File: src/rtl/apt_defines.svh
// Timing constants, command codes and figures for the bank auto-close timing block
//
// Behaviour
// - Read with cmd_bit0_falling high engages auto close
// - Read auto close starts at max(BL/2, BL/2-2+RTP)
// - Different-bank same-kind commands seamless at BL/2
// - Close period timed from latest precharge
// - Array writes start per complete 4-word group
// - Flag low leaves bank open after burst
`ifndef APT_DEFINES_SVH
`define APT_DEFINES_SVH

`define APT_NBANK           8
`define APT_BL              5'h08
`define APT_WL              4'h3
`define APT_PREFETCH        3'h4
`define APT_TCK_PS          8000
`define APT_RTP_PS          7500
`define APT_WR_PS           15000
`define APT_RPPB_PS         18000
`define APT_RPAB_PS         21000
`define APT_RTP_CLK         (((`APT_RTP_PS) + (`APT_TCK_PS) - 1) / (`APT_TCK_PS))
`define APT_WR_CLK          (((`APT_WR_PS) + (`APT_TCK_PS) - 1) / (`APT_TCK_PS))
`define APT_RPPB_CLK        (((`APT_RPPB_PS) + (`APT_TCK_PS) - 1) / (`APT_TCK_PS))
`define APT_RPAB_CLK        (((`APT_RPAB_PS) + (`APT_TCK_PS) - 1) / (`APT_TCK_PS))
`define APT_CMD_NOP         3'h0
`define APT_CMD_ACT         3'h1
`define APT_CMD_RD          3'h2
`define APT_CMD_WR          3'h3
`define APT_CMD_PRE         3'h4
`define APT_CMD_PREA        3'h5
`define APT_CMD_BST         3'h6

`endif

File: src/rtl/apt_pkg.sv
// Types for the bank auto-close timing block
package apt_pkg;

   typedef struct packed {
      logic [2:0] op;      // Command code
      logic [2:0] bank;    // Target bank
      logic       flag;    // cmd_bit0_falling level
   } apt_cmd_t;

   typedef enum logic [1:0] {
      APT_IDLE  = 2'b00,
      APT_OPEN  = 2'b01,
      APT_BURST = 2'b10,
      APT_CLOSE = 2'b11
   } apt_bstate_t;

   typedef struct packed {
      apt_bstate_t st;      // Bank state
      logic        auto_cl; // Burst ends in auto close
      logic        is_wr;   // Burst is a write
      logic [4:0]  cnt;     // Cycles left in phase
   } apt_bank_t;

endpackage : apt_pkg

File: src/rtl/apt_core.sv
// Bank auto-close timing engine: decodes commands on link clock edges
`timescale 1ns/100ps
`include "apt_defines.svh"

module apt_core
(
   input  wire logic                          mclk_i,       // System clock, 100 MHz
   input  wire logic                          resetn_i,     // Synchronous reset, active low
   input  wire logic                          link_clk_i,   // Memory link clock from controller
   input  wire apt_pkg::apt_cmd_t             cmd_i,        // Command sampled at link edge
   input  wire logic                          wdata_vld_i,  // One write word latched
   output logic [`APT_NBANK-1:0]              bank_open_o,  // Row open per bank
   output logic [`APT_NBANK-1:0]              closing_o,    // Close period running per bank
   output logic                               close_start_o,// Auto close began this edge
   output logic                               arr_wr_o,     // Array write of a full group
   output logic                               illegal_o     // Command flagged: bank busy (activate still applied), or read/write to an idle bank
);

   ////////////////////////////////////////////////////////////////////////////
   localparam logic [4:0] BLH   = 5'(`APT_BL / 2);
   localparam int         RTPC  = (`APT_RTP_CLK > 2) ? `APT_RTP_CLK : 2;
   localparam logic [4:0] RDCL  = 5'(`APT_BL / 2 + RTPC - 2);
   localparam logic [4:0] WRCL  = 5'(`APT_WL + `APT_BL / 2 + `APT_WR_CLK + 1);
   localparam logic [4:0] RPPB  = 5'(`APT_RPPB_CLK);
   localparam logic [4:0] RPAB  = 5'(`APT_RPAB_CLK);

   typedef struct packed {
      logic [2:0]          lk_sync;  // Link clock synchroniser and edge history
      apt_pkg::apt_cmd_t   cmd_s1;
      apt_pkg::apt_cmd_t   cmd_s2;
      logic                wv_s1;
      logic                wv_s2;
      logic                wv_s3;
      logic [1:0]          grp_cnt;
      apt_pkg::apt_bank_t [`APT_NBANK-1:0] bk;
      logic                cls_ff;
      logic                arr_ff;
      logic                ill_ff;
   } apt_state_t;

   apt_state_t st_ff;
   apt_state_t nxt_st;

   ////////////////////////////////////////////////////////////////////////////
   // Next state; commands act only on a rising link edge seen through the sync
   always_comb
   begin
      logic lk_rise;
      logic hit;
      lk_rise = 1'b0;
      hit     = 1'b0;
      nxt_st  = st_ff;
      nxt_st.lk_sync = {st_ff.lk_sync[1:0], link_clk_i};
      nxt_st.cmd_s1  = cmd_i;
      nxt_st.cmd_s2  = st_ff.cmd_s1;
      nxt_st.wv_s1   = wdata_vld_i;
      nxt_st.wv_s2   = st_ff.wv_s1;
      nxt_st.wv_s3   = st_ff.wv_s2;
      nxt_st.cls_ff  = 1'b0;
      nxt_st.arr_ff  = 1'b0;
      nxt_st.ill_ff  = 1'b0;
      lk_rise = st_ff.lk_sync[1] & ~st_ff.lk_sync[2];
      // Words counted on a rising edge of the synced strobe; group of four commits
      if (st_ff.wv_s2 & ~st_ff.wv_s3)
      begin
         nxt_st.grp_cnt = st_ff.grp_cnt + 2'h1;
         nxt_st.arr_ff  = (st_ff.grp_cnt == 2'(`APT_PREFETCH - 1));
      end
      // Per-bank timers run on link edges only
      for (int b = 0; b < `APT_NBANK; b++)
      begin
         if (lk_rise && st_ff.bk[b].cnt != 5'h00)
            nxt_st.bk[b].cnt = st_ff.bk[b].cnt - 5'h01;
         if (lk_rise && st_ff.bk[b].cnt == 5'h01)
         begin
            unique case (st_ff.bk[b].st)
               apt_pkg::APT_BURST:
               begin
                  if (st_ff.bk[b].auto_cl)
                  begin
                     nxt_st.bk[b].st  = apt_pkg::APT_CLOSE;
                     nxt_st.bk[b].cnt = RPPB;
                     nxt_st.cls_ff    = 1'b1;
                  end
                  else
                     nxt_st.bk[b].st  = apt_pkg::APT_OPEN;
               end
               apt_pkg::APT_CLOSE: nxt_st.bk[b].st = apt_pkg::APT_IDLE;
               apt_pkg::APT_IDLE, apt_pkg::APT_OPEN: ;
            endcase
         end
      end
      // Command decode
      if (lk_rise)
      begin
         hit = (st_ff.bk[st_ff.cmd_s2.bank].st == apt_pkg::APT_BURST) &&
               st_ff.bk[st_ff.cmd_s2.bank].auto_cl;
         case (st_ff.cmd_s2.op)
            `APT_CMD_ACT:
            begin
               nxt_st.bk[st_ff.cmd_s2.bank].st  = apt_pkg::APT_OPEN;
               nxt_st.ill_ff = st_ff.bk[st_ff.cmd_s2.bank].st != apt_pkg::APT_IDLE;
            end
            `APT_CMD_RD, `APT_CMD_WR:
            begin
               // Reads and writes into an auto-closing bank are flagged, not executed
               if (hit || st_ff.bk[st_ff.cmd_s2.bank].st == apt_pkg::APT_IDLE)
                  nxt_st.ill_ff = 1'b1;
               else
               begin
                  nxt_st.bk[st_ff.cmd_s2.bank].st      = apt_pkg::APT_BURST;
                  nxt_st.bk[st_ff.cmd_s2.bank].auto_cl = st_ff.cmd_s2.flag;
                  nxt_st.bk[st_ff.cmd_s2.bank].is_wr   = (st_ff.cmd_s2.op == `APT_CMD_WR);
                  nxt_st.bk[st_ff.cmd_s2.bank].cnt     =
                     (st_ff.cmd_s2.op == `APT_CMD_WR) ? WRCL :
                     ((RDCL > BLH) ? RDCL : BLH);
               end
            end
            `APT_CMD_BST:
               nxt_st.ill_ff = hit;
            `APT_CMD_PRE, `APT_CMD_PREA:
            begin
               // Latest precharge restarts each affected bank's close period
               for (int b = 0; b < `APT_NBANK; b++)
                  if (st_ff.cmd_s2.op == `APT_CMD_PREA || st_ff.cmd_s2.bank == 3'(b))
                  begin
                     if (st_ff.bk[b].st != apt_pkg::APT_IDLE || st_ff.bk[b].cnt != 5'h00)
                     begin
                        nxt_st.bk[b].st      = apt_pkg::APT_CLOSE;
                        nxt_st.bk[b].auto_cl = 1'b0;
                        nxt_st.bk[b].cnt     = (st_ff.cmd_s2.op == `APT_CMD_PREA) ? RPAB : RPPB;
                     end
                  end
            end
            default: ;
         endcase
      end
   end

   ////////////////////////////////////////////////////////////////////////////
   // State register
   always_ff @(posedge mclk_i)
   begin
      if (!resetn_i)
         st_ff <= '0;
      else
         st_ff <= nxt_st;
   end

   ////////////////////////////////////////////////////////////////////////////
   // Outputs from flops
   for (genvar g = 0; g < `APT_NBANK; g++)
   begin : g_out
      assign bank_open_o[g] = (st_ff.bk[g].st == apt_pkg::APT_OPEN) || (st_ff.bk[g].st == apt_pkg::APT_BURST);
      assign closing_o[g]   = (st_ff.bk[g].st == apt_pkg::APT_CLOSE);
   end
   assign close_start_o = st_ff.cls_ff;
   assign arr_wr_o      = st_ff.arr_ff;
   assign illegal_o     = st_ff.ill_ff;

endmodule : apt_core

File: config.mk
export PLATFORM = sky130hd
export DESIGN_NAME = apt_core
export DESIGN_NICKNAME = d
export VERILOG_FILES = /design/src/rtl/apt_pkg.sv /design/src/rtl/apt_core.sv
export VERILOG_INCLUDE_DIRS = /design/src /design/src/rtl
export SDC_FILE = /design/constraint.sdc
export NUM_CORES = 1
export LEC_CHECK = 0
export BUFFER_PORTS_ARGS = -buffer_cell sky130_fd_sc_hd__buf_4
export CAP_MARGIN = 20
export CORE_MARGIN = 5
export CORE_UTILIZATION = 30
export CTS_BUF_LIST = sky130_fd_sc_hd__clkbuf_8
export DETAILED_ROUTE_END_ITERATION = 16
export GPL_TIMING_DRIVEN = 0
export PLACE_DENSITY = 0.53
export SETUP_SLACK_MARGIN = 0.15
export SLEW_MARGIN = 20
export SYNTH_ARGS = -nofsm -noshare
export SYNTH_HDL_FRONTEND = slang
export SYNTH_SLANG_ARGS = --single-unit
File: constraint.sdc
create_clock -name mclk_i -period 2.4 [get_ports mclk_i]
set_clock_uncertainty 0.2 [all_clocks]
set_input_delay 0.48 -clock mclk_i [delete_from_list [all_inputs] [get_ports mclk_i]]
set_output_delay 0.48 -clock mclk_i [all_outputs]
set_load 0.005 [all_outputs]
Yosys cells after proc, flatten, opt, wreduce, memory -nomap -nowiden

Cells that the tools add are included.
W data, S select, Z words.

Output and inout port bits: 19
Memories: 0
Input bits: 11
ROM bits: 0
Bits in registers: 97
Bits in latches: 0
Memory bits (writable): 0

Multiply operators: 0
Shifts and indexed selects: 0
Divide/modulo/power cells: 0
Bitwise operators: 4
Mux-type cells: 146
Reductions and logical operators: 77
$lt $le $gt $ge: 2
Add/sub/neg operators: 9
Equal/unequal tests: 64

Operators by type and width:

| cell                  | count |
|---|---|
| $bwmux W72            | 5 |
| $mux W5               | 46 |
| $pmux W8 S3           | 7 |
| $mux W72              | 2 |
| $demux W9 S3          | 4 |
| $mux W3               | 16 |
| $eq A5 B1 Y1 const B  | 8 |
| $reduce_and A5 Y1     | 8 |
| $reduce_bool A5 Y1    | 8 |
| $sub A5 B1 Y5 const B | 8 |
| $eq A2 B2 Y1 const B  | 18 |
| $ne A2 B2 Y1 const B  | 17 |
| $mux W2               | 16 |
| $pmux W2 S2           | 8 |
| $bmux W9 S3           | 1 |
| $logic_or A1 B1 Y1    | 25 |
| $mux W6               | 4 |
| $mux W1               | 22 |
| $eq A3 B3 Y1 const B  | 7 |
| $reduce_bool A2 Y1    | 10 |
| $logic_and A1 B1 Y1   | 18 |
| $mux W9               | 2 |
| $eq A2 B1 Y1 const B  | 8 |
| $pmux W1 S2           | 8 |
| other kinds (18)      | 26 |

Depth between registers and ports, before layout

Gate-level depths: netlist (run 1).

Depth in word-level cells: 28
Mapped depth: 11

Worst setup path before layout (run 1)

Ideal clock, no wire load.

Path kind: reg-to-reg
Start: reg st_ff[85] in the netlist's numbering
End: reg st_ff[67] in the netlist's numbering
Cell stages (with the launch flop): 10
Path slack: -0.296 ns
Buffers on the path: 2
Data arrival time: 2.376 ns
Path through: dfxtp_1 -> buf_2 -> inv_1 -> ha_1 -> clkbuf_1 -> nor3_1 -> nand2_1 -> o21ai_0 -> a221oi_2 -> a211o_1

Longest elaborated chain between the ends: 6
Elaborated cells on any way between the ends: 14
Classes of those cells: eq/ne (5); mux (6); reduce/logical (3)

Ends and longest elaborated chain:

| element                | line            | source |
|---|---|---|
| start, declared        | apt_core.sv:41  | `apt_state_t st_ff;` |
| start signal, assigned | apt_core.sv:147 | `st_ff <= nxt_st;` |
| $eq A3 B2 Y1           | apt_core.sv:98  | `case (st_ff.cmd_s2.op)` |
| $mux W4                | apt_core.sv:115 | `` (st_ff.cmd_s2.op == `APT_CMD_WR) ? WRCL : `` |
| $bwmux W72             | apt_core.sv:114 | `nxt_st.bk[st_ff.cmd_s2.bank].cnt =` |
| $mux W72               | apt_core.sv:107 | `if (hit \|\| st_ff.bk[st_ff.cmd_s2.bank].st == apt_pkg::APT_IDLE)` |
| $pmux W8 S3 *          | apt_core.sv:98  |  |
| $mux W72 *             | apt_core.sv:94  | `if (lk_rise)` |

Mark *: on every way between the ends. The rest lies on a longest branch, timed or not. The select of a mux whose other input is x is not followed.
A chain may end at the register's enable or synchronous reset.

Worst setup path after layout (run 1)

Start: reg st_ff[82] in the netlist's numbering
End: reg st_ff[9] in the netlist's numbering

Longest elaborated chain between the ends: 9
Elaborated cells on any way between the ends: 26
Classes of those cells: order compare (2); eq/ne (3); mux (14); reduce/logical (7)

Ends and longest elaborated chain:

| element                                                            | line            | source |
|---|---|---|
| $lt A3 B4 Y1 (not written as such) or $ge A3 B1 Y1 (tied branches) | apt_core.sv:112 | `nxt_st.bk[st_ff.cmd_s2.bank].auto_cl = st_ff.cmd_s2.flag;` |
| $logic_and A1 B1 Y1 (not written as such)                          | apt_core.sv:112 |  |
| $mux W7 (not written as such)                                      | apt_core.sv:112 |  |
| $demux W9 S3                                                       | apt_core.sv:112 |  |
| $bwmux W72                                                         | apt_core.sv:112 |  |
| $bwmux W72                                                         | apt_core.sv:113 | `` nxt_st.bk[st_ff.cmd_s2.bank].is_wr = (st_ff.cmd_s2.op == `APT_CMD_WR); `` |
| $bwmux W72                                                         | apt_core.sv:114 |  |
| $mux W72                                                           | apt_core.sv:107 |  |
| $pmux W8 S3                                                        | apt_core.sv:98  |  |

Parallel ways exist; a longest one is shown, timed or not. The select of a mux whose other input is x is not followed.

==> metrics.txt, run 1 <==
status finished with violations; failing checks negative setup slack; Fin. Hold Viols 0; Synth top cells by count dfxtp_1, nand2_1, a21oi_1, nor2_1, ha_1; Slew @ Worst Pin 0.884 ns; DR pass1 iterations 5; I/O pin total 30; H-Tree Depth 3; register area share after synthesis 29.8%; f_max 0.382 GHz; #FFs+latches synth 89; Iteration-0 DRC Markers 651; Hold Buf Count CTS 0; cts bufs inserted 9; Compound-Gate Fraction of Synth Area 24.0%; clock sinks 89; Mapped Avg Cell Area 8.06 um^2; Slew Viols, Final 0; fillers 1,983; maxcap violations 0; Die W 151 um; final setup violation count 56; CP Capture Type register; Residual DRC 0; Worst path slowest cell mux4_2; Post-Synthesis Cell Area 5990 um^2; Sequential cell area 1790 um^2; WL/cell 21.1 um; largest stage delay on the critical path 0.52 ns; layout cells sized above 1 28.3%; antenna violations before repair 0; WS Path Type register to register; Vias 6,167; Synth cell types 75; number of flops mapped to enable cells by yosys 0; post-route cell area 7950 um^2; CTS max path bufs 2; dpl hpwl 16,100 um; normalized max-slew margin 41.1%; LEAKAGE 2.89 nW; XOR/XNOR Fraction of Synth Area 2.78%; antenna diode count 0; number of core rows 51; routed vias/inst 5.62; RSZ-0062 raised after global routing true; Remaining Overflow, GRT 0; Worst EP arrival 2.71 ns; Layout area overhead 32.7%; Post-synth top flop dfxtp_1; GRT Total Usage 20.2%; Syn Inst Count 743; Nets 885; Non-Filler Instances 1,098; largest cells by area after synthesis dfxtp_1, ha_1, a21oi_1, nand2_1, nor2_1; clock root cell clkbuf_8; largest area contributor in the netlist dfxtp_1; Port-buffer cells 28; Hold Path Class primary input to register; most frequent cell after synthesis dfxtp_1; full die area 22,900 um^2; Initial Util 30.6%; chip height 151 um; clk slew on worst S/H paths 0.10 ns; placed inst area 6700 um^2; largest family of logic cells by synthesized area compound AO/OA/AOI/OAI gates; yosys warns 0; core area 19,600 um^2; Worst Setup Start Kind register; shortest period the worst path allows 2.62 ns; ys async rst share 0%; post-synth top area share 29.8%; Synth Net Count 799; CP Max Fanout 7; multi-input logic area 4530 um^2; DP Cell Count 1,036; multiplexer share of the synthesized area 5.87%; cells along the critical path buf_6 > mux4_2 > mux2_4 > a2bb2oi_4 > buf_12 > a21oi_4 > nand2_1 > a32o_1; Post-Route WL 23,200 um; Power Density 373 nW/um^2; vias in the first global route 5,747; first-pass GRT wire length 34,500 um; Post-Synth Adder-Cell Area 9.40%; CP required 2.49 ns; worst setup margin -0.220 ns; CTS tree yes; Routed Antenna Nets 0; peak supply drop 0.228 mV; simple-gate area share of the yosys netlist 22.7%; clk_lat worst skew 0.39 ns; RePlAce Congestion 0.971; period utilisation layout 109%; pin count of the biggest net entering global routing 16
## placed cells by master, fill, tap and decap left out, types with 5 or more instances in the layout
cell type,count
dfxtp_1,85
nand2_1,63
buf_4,56
nor2_1,48
a21oi_1,47
ha_1,44
inv_1,35
and2_1,28
nor3_1,26
buf_6,25
o21ai_0,22
and3_1,17
mux2i_1,16
xnor2_1,15
clkbuf_1,13
a21oi_2,12
clkbuf_8,11
o21ai_1,10
o21a_1,10
o31a_1,8
nand2_4,7
nand3_1,7
nor2_2,7
o31ai_1,7
clkbuf_2,6
nor2_4,6
nor3_2,6
or3_1,6
o22ai_1,6
mux4_2,5
a21o_1,5
a31oi_1,5
nor4_1,5
a32o_1,5
## through the flow
| step | total power [mW] | worst slack (ns) | setup TNS, ns | utilization, % | hold slack, ns |
|---|---|---|---|---|---|
| after floorplan | 1.71 | 0.0484 | 0 | - | 0.212 |
| after global routing | 3.08 | -0.261 | -9.56 | 40.6 | 0.0872 |
| final | 2.97 | -0.220 | -6.78 | 40.6 | 0.0952 |
| after detailed placement | 1.82 | -1.39 | -53.43 | 34.2 | 0.220 |
| after global placement | 1.82 | -1.41 | -56.10 | 34.2 | 0.213 |
| after CTS | 2.94 | -0.165 | -4.39 | 38.1 | 0.0788 |
## critical path: cells and delay by family, from the launching register on
kind	cells	cell delay, ns
muxes	2	0.84
AOI/OAI and AO/OA	3	0.77
DFF	1	0.33
buffers and inverters	2	0.28
and+or+nand+nor	1	0.09
## state kept, by name, indices dropped and copies added, names as in the netlist
register       flops
close_start_o      1
illegal_o          1
nxt_st            11
st_ff             75
arr_wr_o           1
## routing by layer
| metal | share of wire, % | track usage [%] |
|---|---|---|
| met3 | 8.0 | 4.31 |
| met2 | 45 | 30.3 |
| met4 | 4.2 | 9.56 |
| met1 | 43 | 27.4 |
| met5 | 0 | 0 |
## worst paths after layout
check	start	to	slack, ns	cells past startpoint
setup / recovery	st_ff[82]	st_ff[9]	-0.22	8
hold reg to reg	nxt_st[80]	st_ff[80]	0.24	1
hold / removal	cmd_i[3]	nxt_st[83]	0.1	2
setup reg to reg	st_ff[82]	st_ff[9]	-0.22	8
## power breakdown
part           leakage [nW]  switching (mW)  internal (mW)
logic                  2.08           0.252          0.143
registers             0.722         0.00934           1.49
clock network        0.0917           0.592          0.479
total                  2.89           0.853           2.11
## cell type report
class / count / share of cell area (%)
buffer: 41 / 4.01
clock buffer: 9 / 1.56
clock inverter: 6 / 0.850
inverter: 39 / 1.92
multi-input combinational: 575 / 57.0
sequential: 89 / 22.5
tap: 265 / 4.17
timing repair buffer: 74 / 8.04
## cell families after synthesis
| group | Yosys count |
|---|---|
| mux | 27 |
| compound gates | 209 |
| simple gates | 273 |
| fa+ha+maj | 45 |
| buf+inv | 81 |
| flops | 89 |
| xor+xnor | 19 |
## what timing repair did
action,4_1_cts,5_1_grt
resized for setup,97,87
hold endpoints to repair,0,0
buffers inserted,23,21
endpoints found under the setup margin,66,66
cloned,4,0
pin swaps,31,39
No activity file was read; power rests on OpenSTA's default activity.
==> run 2: changes to the inputs <==
- CORE_UTILIZATION: 30 -> 45
- PLACE_DENSITY: 0.53 -> 0.71
==> metrics.txt, run 2 (synthesis results as in run 1) <==
hold_sp cmd_i[6]; CP Capture Type register; M1 GR Usage 34.7%; total power 3.03 mW; CTS max path bufs 2; Post-Route WL 23,400 um; WS Path Type register to register; largest stage delay on the critical path 0.52 ns; vias in the first global route 6,216; Biggest register st_ff; Hold Path End nxt_st[86]; met3 usage 7.46%; Hold Buf Count CTS 0; clock sinks 89; Residual DRC 0; maxcap violations 0; failing checks negative setup slack; Routed Antenna Nets 0; Setup TNS -8.42 ns; Min Hold Slack 0.0776 ns; peak supply drop 0.340 mV; f_max 0.380 GHz; pin count of the biggest net entering global routing 17; full die area 15,700 um^2; shortest period the worst path allows 2.63 ns; period utilisation layout 110%; Layout area overhead 31.9%; Top Usage Layer GRT met2; Port-buffer cells 28; RSZ-0062 raised after global routing true; CP most frequent cell buf_8; chip height 125 um; worst setup margin -0.230 ns; LEAKAGE 2.88 nW; cts bufs inserted 9; Nets 882; Worst path slowest cell mux4_2; Remaining Overflow, GRT 0; final setup violation count 60; status finished with violations; Hold Path Class primary input to register; reg2reg end st_ff[40]; Initial Util 45.6%; Hold Path Depth 2; number of flip-flops in the largest register 75; Worst Setup Start Kind register; clk_lat worst skew 0.41 ns; Power Density 384 nW/um^2; number of core rows 42; CP Max Fanout 6; grt met2 use 44.4%; I/O pin total 30; antenna violations before repair 0; CTS tree yes; H-Tree Depth 3; clk slew on worst S/H paths 0.10 ns; routed vias/inst 6.46; antenna diode count 0; cells along the critical path buf_6 > buf_8 > mux4_2 > mux2i_4 > a2bb2oi_4 > buf_8 > nor3_2 > or3_1; normalized max-slew margin 37.4%; GRT Total Usage 28.2%; clock root cell clkbuf_8; most common cell after layout, fill and taps aside dfxtp_1; first-pass GRT wire length 34,900 um; Iteration-0 DRC Markers 740; Non-Filler Instances 1,007; RePlAce Congestion 1.01; Die W 125 um; Slew Viols, Final 0; dpl hpwl 15,700 um; DR pass1 iterations 8; WL/cell 23.3 um; Fin. Hold Viols 0; Vias 6,509; core area 13,100 um^2; Slew @ Worst Pin 0.931 ns; Worst EP arrival 2.71 ns; reg2reg path depth 8; flop-to-flop setup slack -0.23 ns; RR Startpoint st_ff[82]; DP Cell Count 947; most frequent cells in the layout dfxtp_1, nand2_1, buf_4, nor2_1; layout cells sized above 1 28.3%; CP required 2.48 ns
-- run 2: cell types whose count changed in the layout (fill, tap and decap cells not counted), moves of 3 or more --
cell,delta
nor2_2,-4
a21oi_1,-3
a21oi_2,+3
buf_4,-3
clkbuf_8,+3
nand2_4,-4
buf_6,-4
-- run 2: worst max-delay path by stage --
stage	from	end	slack (ns)
after global routing	st_ff[82]	st_ff[11]	-0.31
after CTS	st_ff[82]	st_ff[6]	-0.25
after global placement	nxt_st[96]	st_ff[20]	-1.15
after detailed placement	nxt_st[96]	st_ff[20]	-1.13
after floorplan	st_ff[82]	st_ff[40]	0.05
final	st_ff[82]	st_ff[40]	-0.23
-- run 2: final cells by class --
type | instances | area [um^2]
fillers | 1137 | 5240
multi-input cells | 574 | 4590
flip-flops and latches | 89 | 1790
repair buffers | 72 | 663
plain buffers | 41 | 289
well taps | 176 | 220
inverters | 39 | 150
clock buffers | 9 | 124
clock inverters | 7 | 77.6
-- run 2: critical path: cells and delay by family (launching register included) --
family / cells / cell delay, ns
flops: 1 / 0.33
buf+inv: 3 / 0.47
simple gates: 2 / 0.40
compound gates: 1 / 0.37
mux: 2 / 0.72
-- run 2: where the power goes --
group / total, mW / switching (mW) / internal [mW]
Sequential: 1.50 / 0.00919 / 1.49
Clock: 1.13 / 0.640 / 0.492
Combinational: 0.400 / 0.255 / 0.145
Total: 3.03 / 0.904 / 2.13
-- run 2: stage by stage --
stage	setup WS [ns]	utilization [%]	area, um^2
2_1_floorplan	0.0484	-	6160
3_3_place_gp	-1.15	50.2	6590
3_5_place_dp	-1.13	50.2	6590
4_1_cts	-0.255	56.8	7460
5_1_grt	-0.306	60.1	7900
6_report	-0.230	60.1	7900
-- run 2: timing repair --
action,4_1_cts,5_1_grt
resized for setup,99,78
setup endpoints to repair,66,66
setup buffers,30,12
gates cloned,3,0
hold endpoints to repair,0,0
pin swaps,49,47
-- run 2: routing by layer --
metal	part of all wire, %	vias to the layer above
met5	0	-
met4	6.8	0
met3	10	129
met2	45	452
met1	38	3060
li1	-	2868
==> run 3: changes to the inputs <==
--- a/config.mk
+++ b/config.mk
@@ -9,10 +9,12 @@
 export BUFFER_PORTS_ARGS = -buffer_cell sky130_fd_sc_hd__buf_4
 export CAP_MARGIN = 20
+export CELL_PAD_IN_SITES_DETAIL_PLACEMENT = 0
+export CELL_PAD_IN_SITES_GLOBAL_PLACEMENT = 1
 export CORE_MARGIN = 5
-export CORE_UTILIZATION = 45
+export CORE_UTILIZATION = 44
 export CTS_BUF_LIST = sky130_fd_sc_hd__clkbuf_8
 export DETAILED_ROUTE_END_ITERATION = 16
 export GPL_TIMING_DRIVEN = 0
-export PLACE_DENSITY = 0.71
+export PLACE_DENSITY = 0.86
 export SETUP_SLACK_MARGIN = 0.15
 export SLEW_MARGIN = 20
==> constraint.sdc (replaced) <==
create_clock -name mclk_i -period 2.4 [get_ports mclk_i]
set_clock_uncertainty 0.2 [all_clocks]
set_input_delay 0.24 -clock mclk_i [delete_from_list [all_inputs] [get_ports mclk_i]]
set_output_delay 0.24 -clock mclk_i [all_outputs]
set_load 0.005 [all_outputs]
==> metrics.txt, run 3 (synthesis results as in run 1) <==
CTS max path bufs 2; peak supply drop 0.316 mV; hold_sp nxt_st[84]; Slew @ Worst Pin 0.916 ns; Top Usage Layer GRT met2; Worst path slowest cell mux4_2; total power 3.01 mW; fillers 1,162; CP Max Fanout 9; Fin. Hold Viols 0; normalized max-slew margin 38.4%; largest stage delay on the critical path 0.53 ns; layout cells sized above 1 27.8%; cells along the critical path buf_6 > buf_8 > or2_1 > mux4_2 > a2bb2oi_4 > buf_8 > o21ai_1 > nor3b_2 > o22ai_1; first-pass GRT wire length 35,000 um; maxcap violations 0; CTS tree yes; vias in the first global route 6,202; CP required 2.51 ns; f_max 0.391 GHz; period utilisation layout 107%; Top delay family on crit path compound AO/OA/AOI/OAI gates; final setup violation count 55; DP Cell Count 947; shortest period the worst path allows 2.56 ns; RR Startpoint st_ff[82]; pin count of the biggest net entering global routing 17; Worst EP arrival 2.67 ns; Residual DRC 0; clk slew on worst S/H paths 0.09 ns; Setup TNS -3.95 ns; Biggest register st_ff; clock sinks 89; chip height 127 um; routed vias/inst 6.36; number of core rows 42; Vias 6,434; Remaining Overflow, GRT 0; Post-Route WL 23,100 um; met3 usage 4.88%; Slew Viols, Final 0; failing checks negative setup slack; Die W 127 um; core area 13,300 um^2; LEAKAGE 2.83 nW; Initial Util 45.0%; CP most frequent cell buf_8; I/O pin total 30; Non-Filler Instances 1,011; multi-input logic area 4560 um^2; Nets 886; WL/cell 22.8 um; WP buf/inv 3; CP Launch Point st_ff[82]; Min Hold Slack 0.245 ns; antenna diode count 0; clock root cell clkbuf_8; status finished with violations; RSZ-0062 raised after global routing true; Port-buffer cells 28; number of flip-flops in the largest register 75; M1 GR Usage 36.3%; final core occ 59.6%; cts bufs inserted 9; dpl hpwl 16,100 um; grt met2 use 44.4%; Worst Setup Start Kind register; GRT Total Usage 28.2%; H-Tree Depth 3; CP Capture Type register; worst setup margin -0.159 ns; Routed Antenna Nets 0; antenna violations before repair 0; most common cell after layout, fill and taps aside dfxtp_1; Layout area overhead 32.3%; clk_lat worst skew 0.40 ns; RePlAce Congestion 1.03; full die area 16,000 um^2; Sequential cell area 1790 um^2; WS Path Type register to register; Hold Path Class register to register; Power Density 380 nW/um^2; most frequent cells in the layout dfxtp_1, nand2_1, buf_4, a21oi_1, nor2_1; Iteration-0 DRC Markers 807; DR pass1 iterations 5
run 3: area by class of cell:
cell class | instances | share of cell area [%]
multi-input cells | 574 | 57.5
flip-flops and latches | 89 | 22.5
repair buffers | 76 | 8.51
plain buffers | 41 | 4.18
well taps | 176 | 2.78
inverters | 39 | 1.93
clock buffers | 9 | 1.56
clock inverters | 7 | 0.947
run 3: metrics by stage:
step / cell area [um^2] / setup WS, ns
detailed placement: 6590 / -1.19
global route: 7920 / -0.217
global placement: 6590 / -1.24
finish: 7920 / -0.159
floorplan: 6160 / 0.0484
CTS: 7630 / -0.134
run 3: path summary, 6_finish.rpt:
kind | end | slack, ns | depth (start not counted)
setup / recovery | st_ff[51] | -0.16 | 9
hold / removal | st_ff[84] | 0.25 | 1
hold reg to reg | st_ff[84] | 0.25 | 1
setup reg to reg | st_ff[51] | -0.16 | 9
run 3: where the power goes:
part | total [mW] | leakage (nW) | internal [mW] | switching, mW
Combinational | 0.406 | 2.01 | 0.151 | 0.255
Sequential | 1.50 | 0.722 | 1.49 | 0.00960
Clock | 1.11 | 0.105 | 0.493 | 0.614
run 3: timing repair:
action	CTS	global route
hold buffers	9	0
endpoints found under the hold margin	9	0
endpoints found under the setup margin	66	66
setup buffers	30	8
pin swaps	40	24
cloned	2	0
gates resized for setup	118	50
run 3: per-layer routing:
metal	part of all wire [%]	vias up
li1	-	2878
met1	41	3047
met2	45	405
met3	8.6	104
met4	5.5	0
met5	0	-
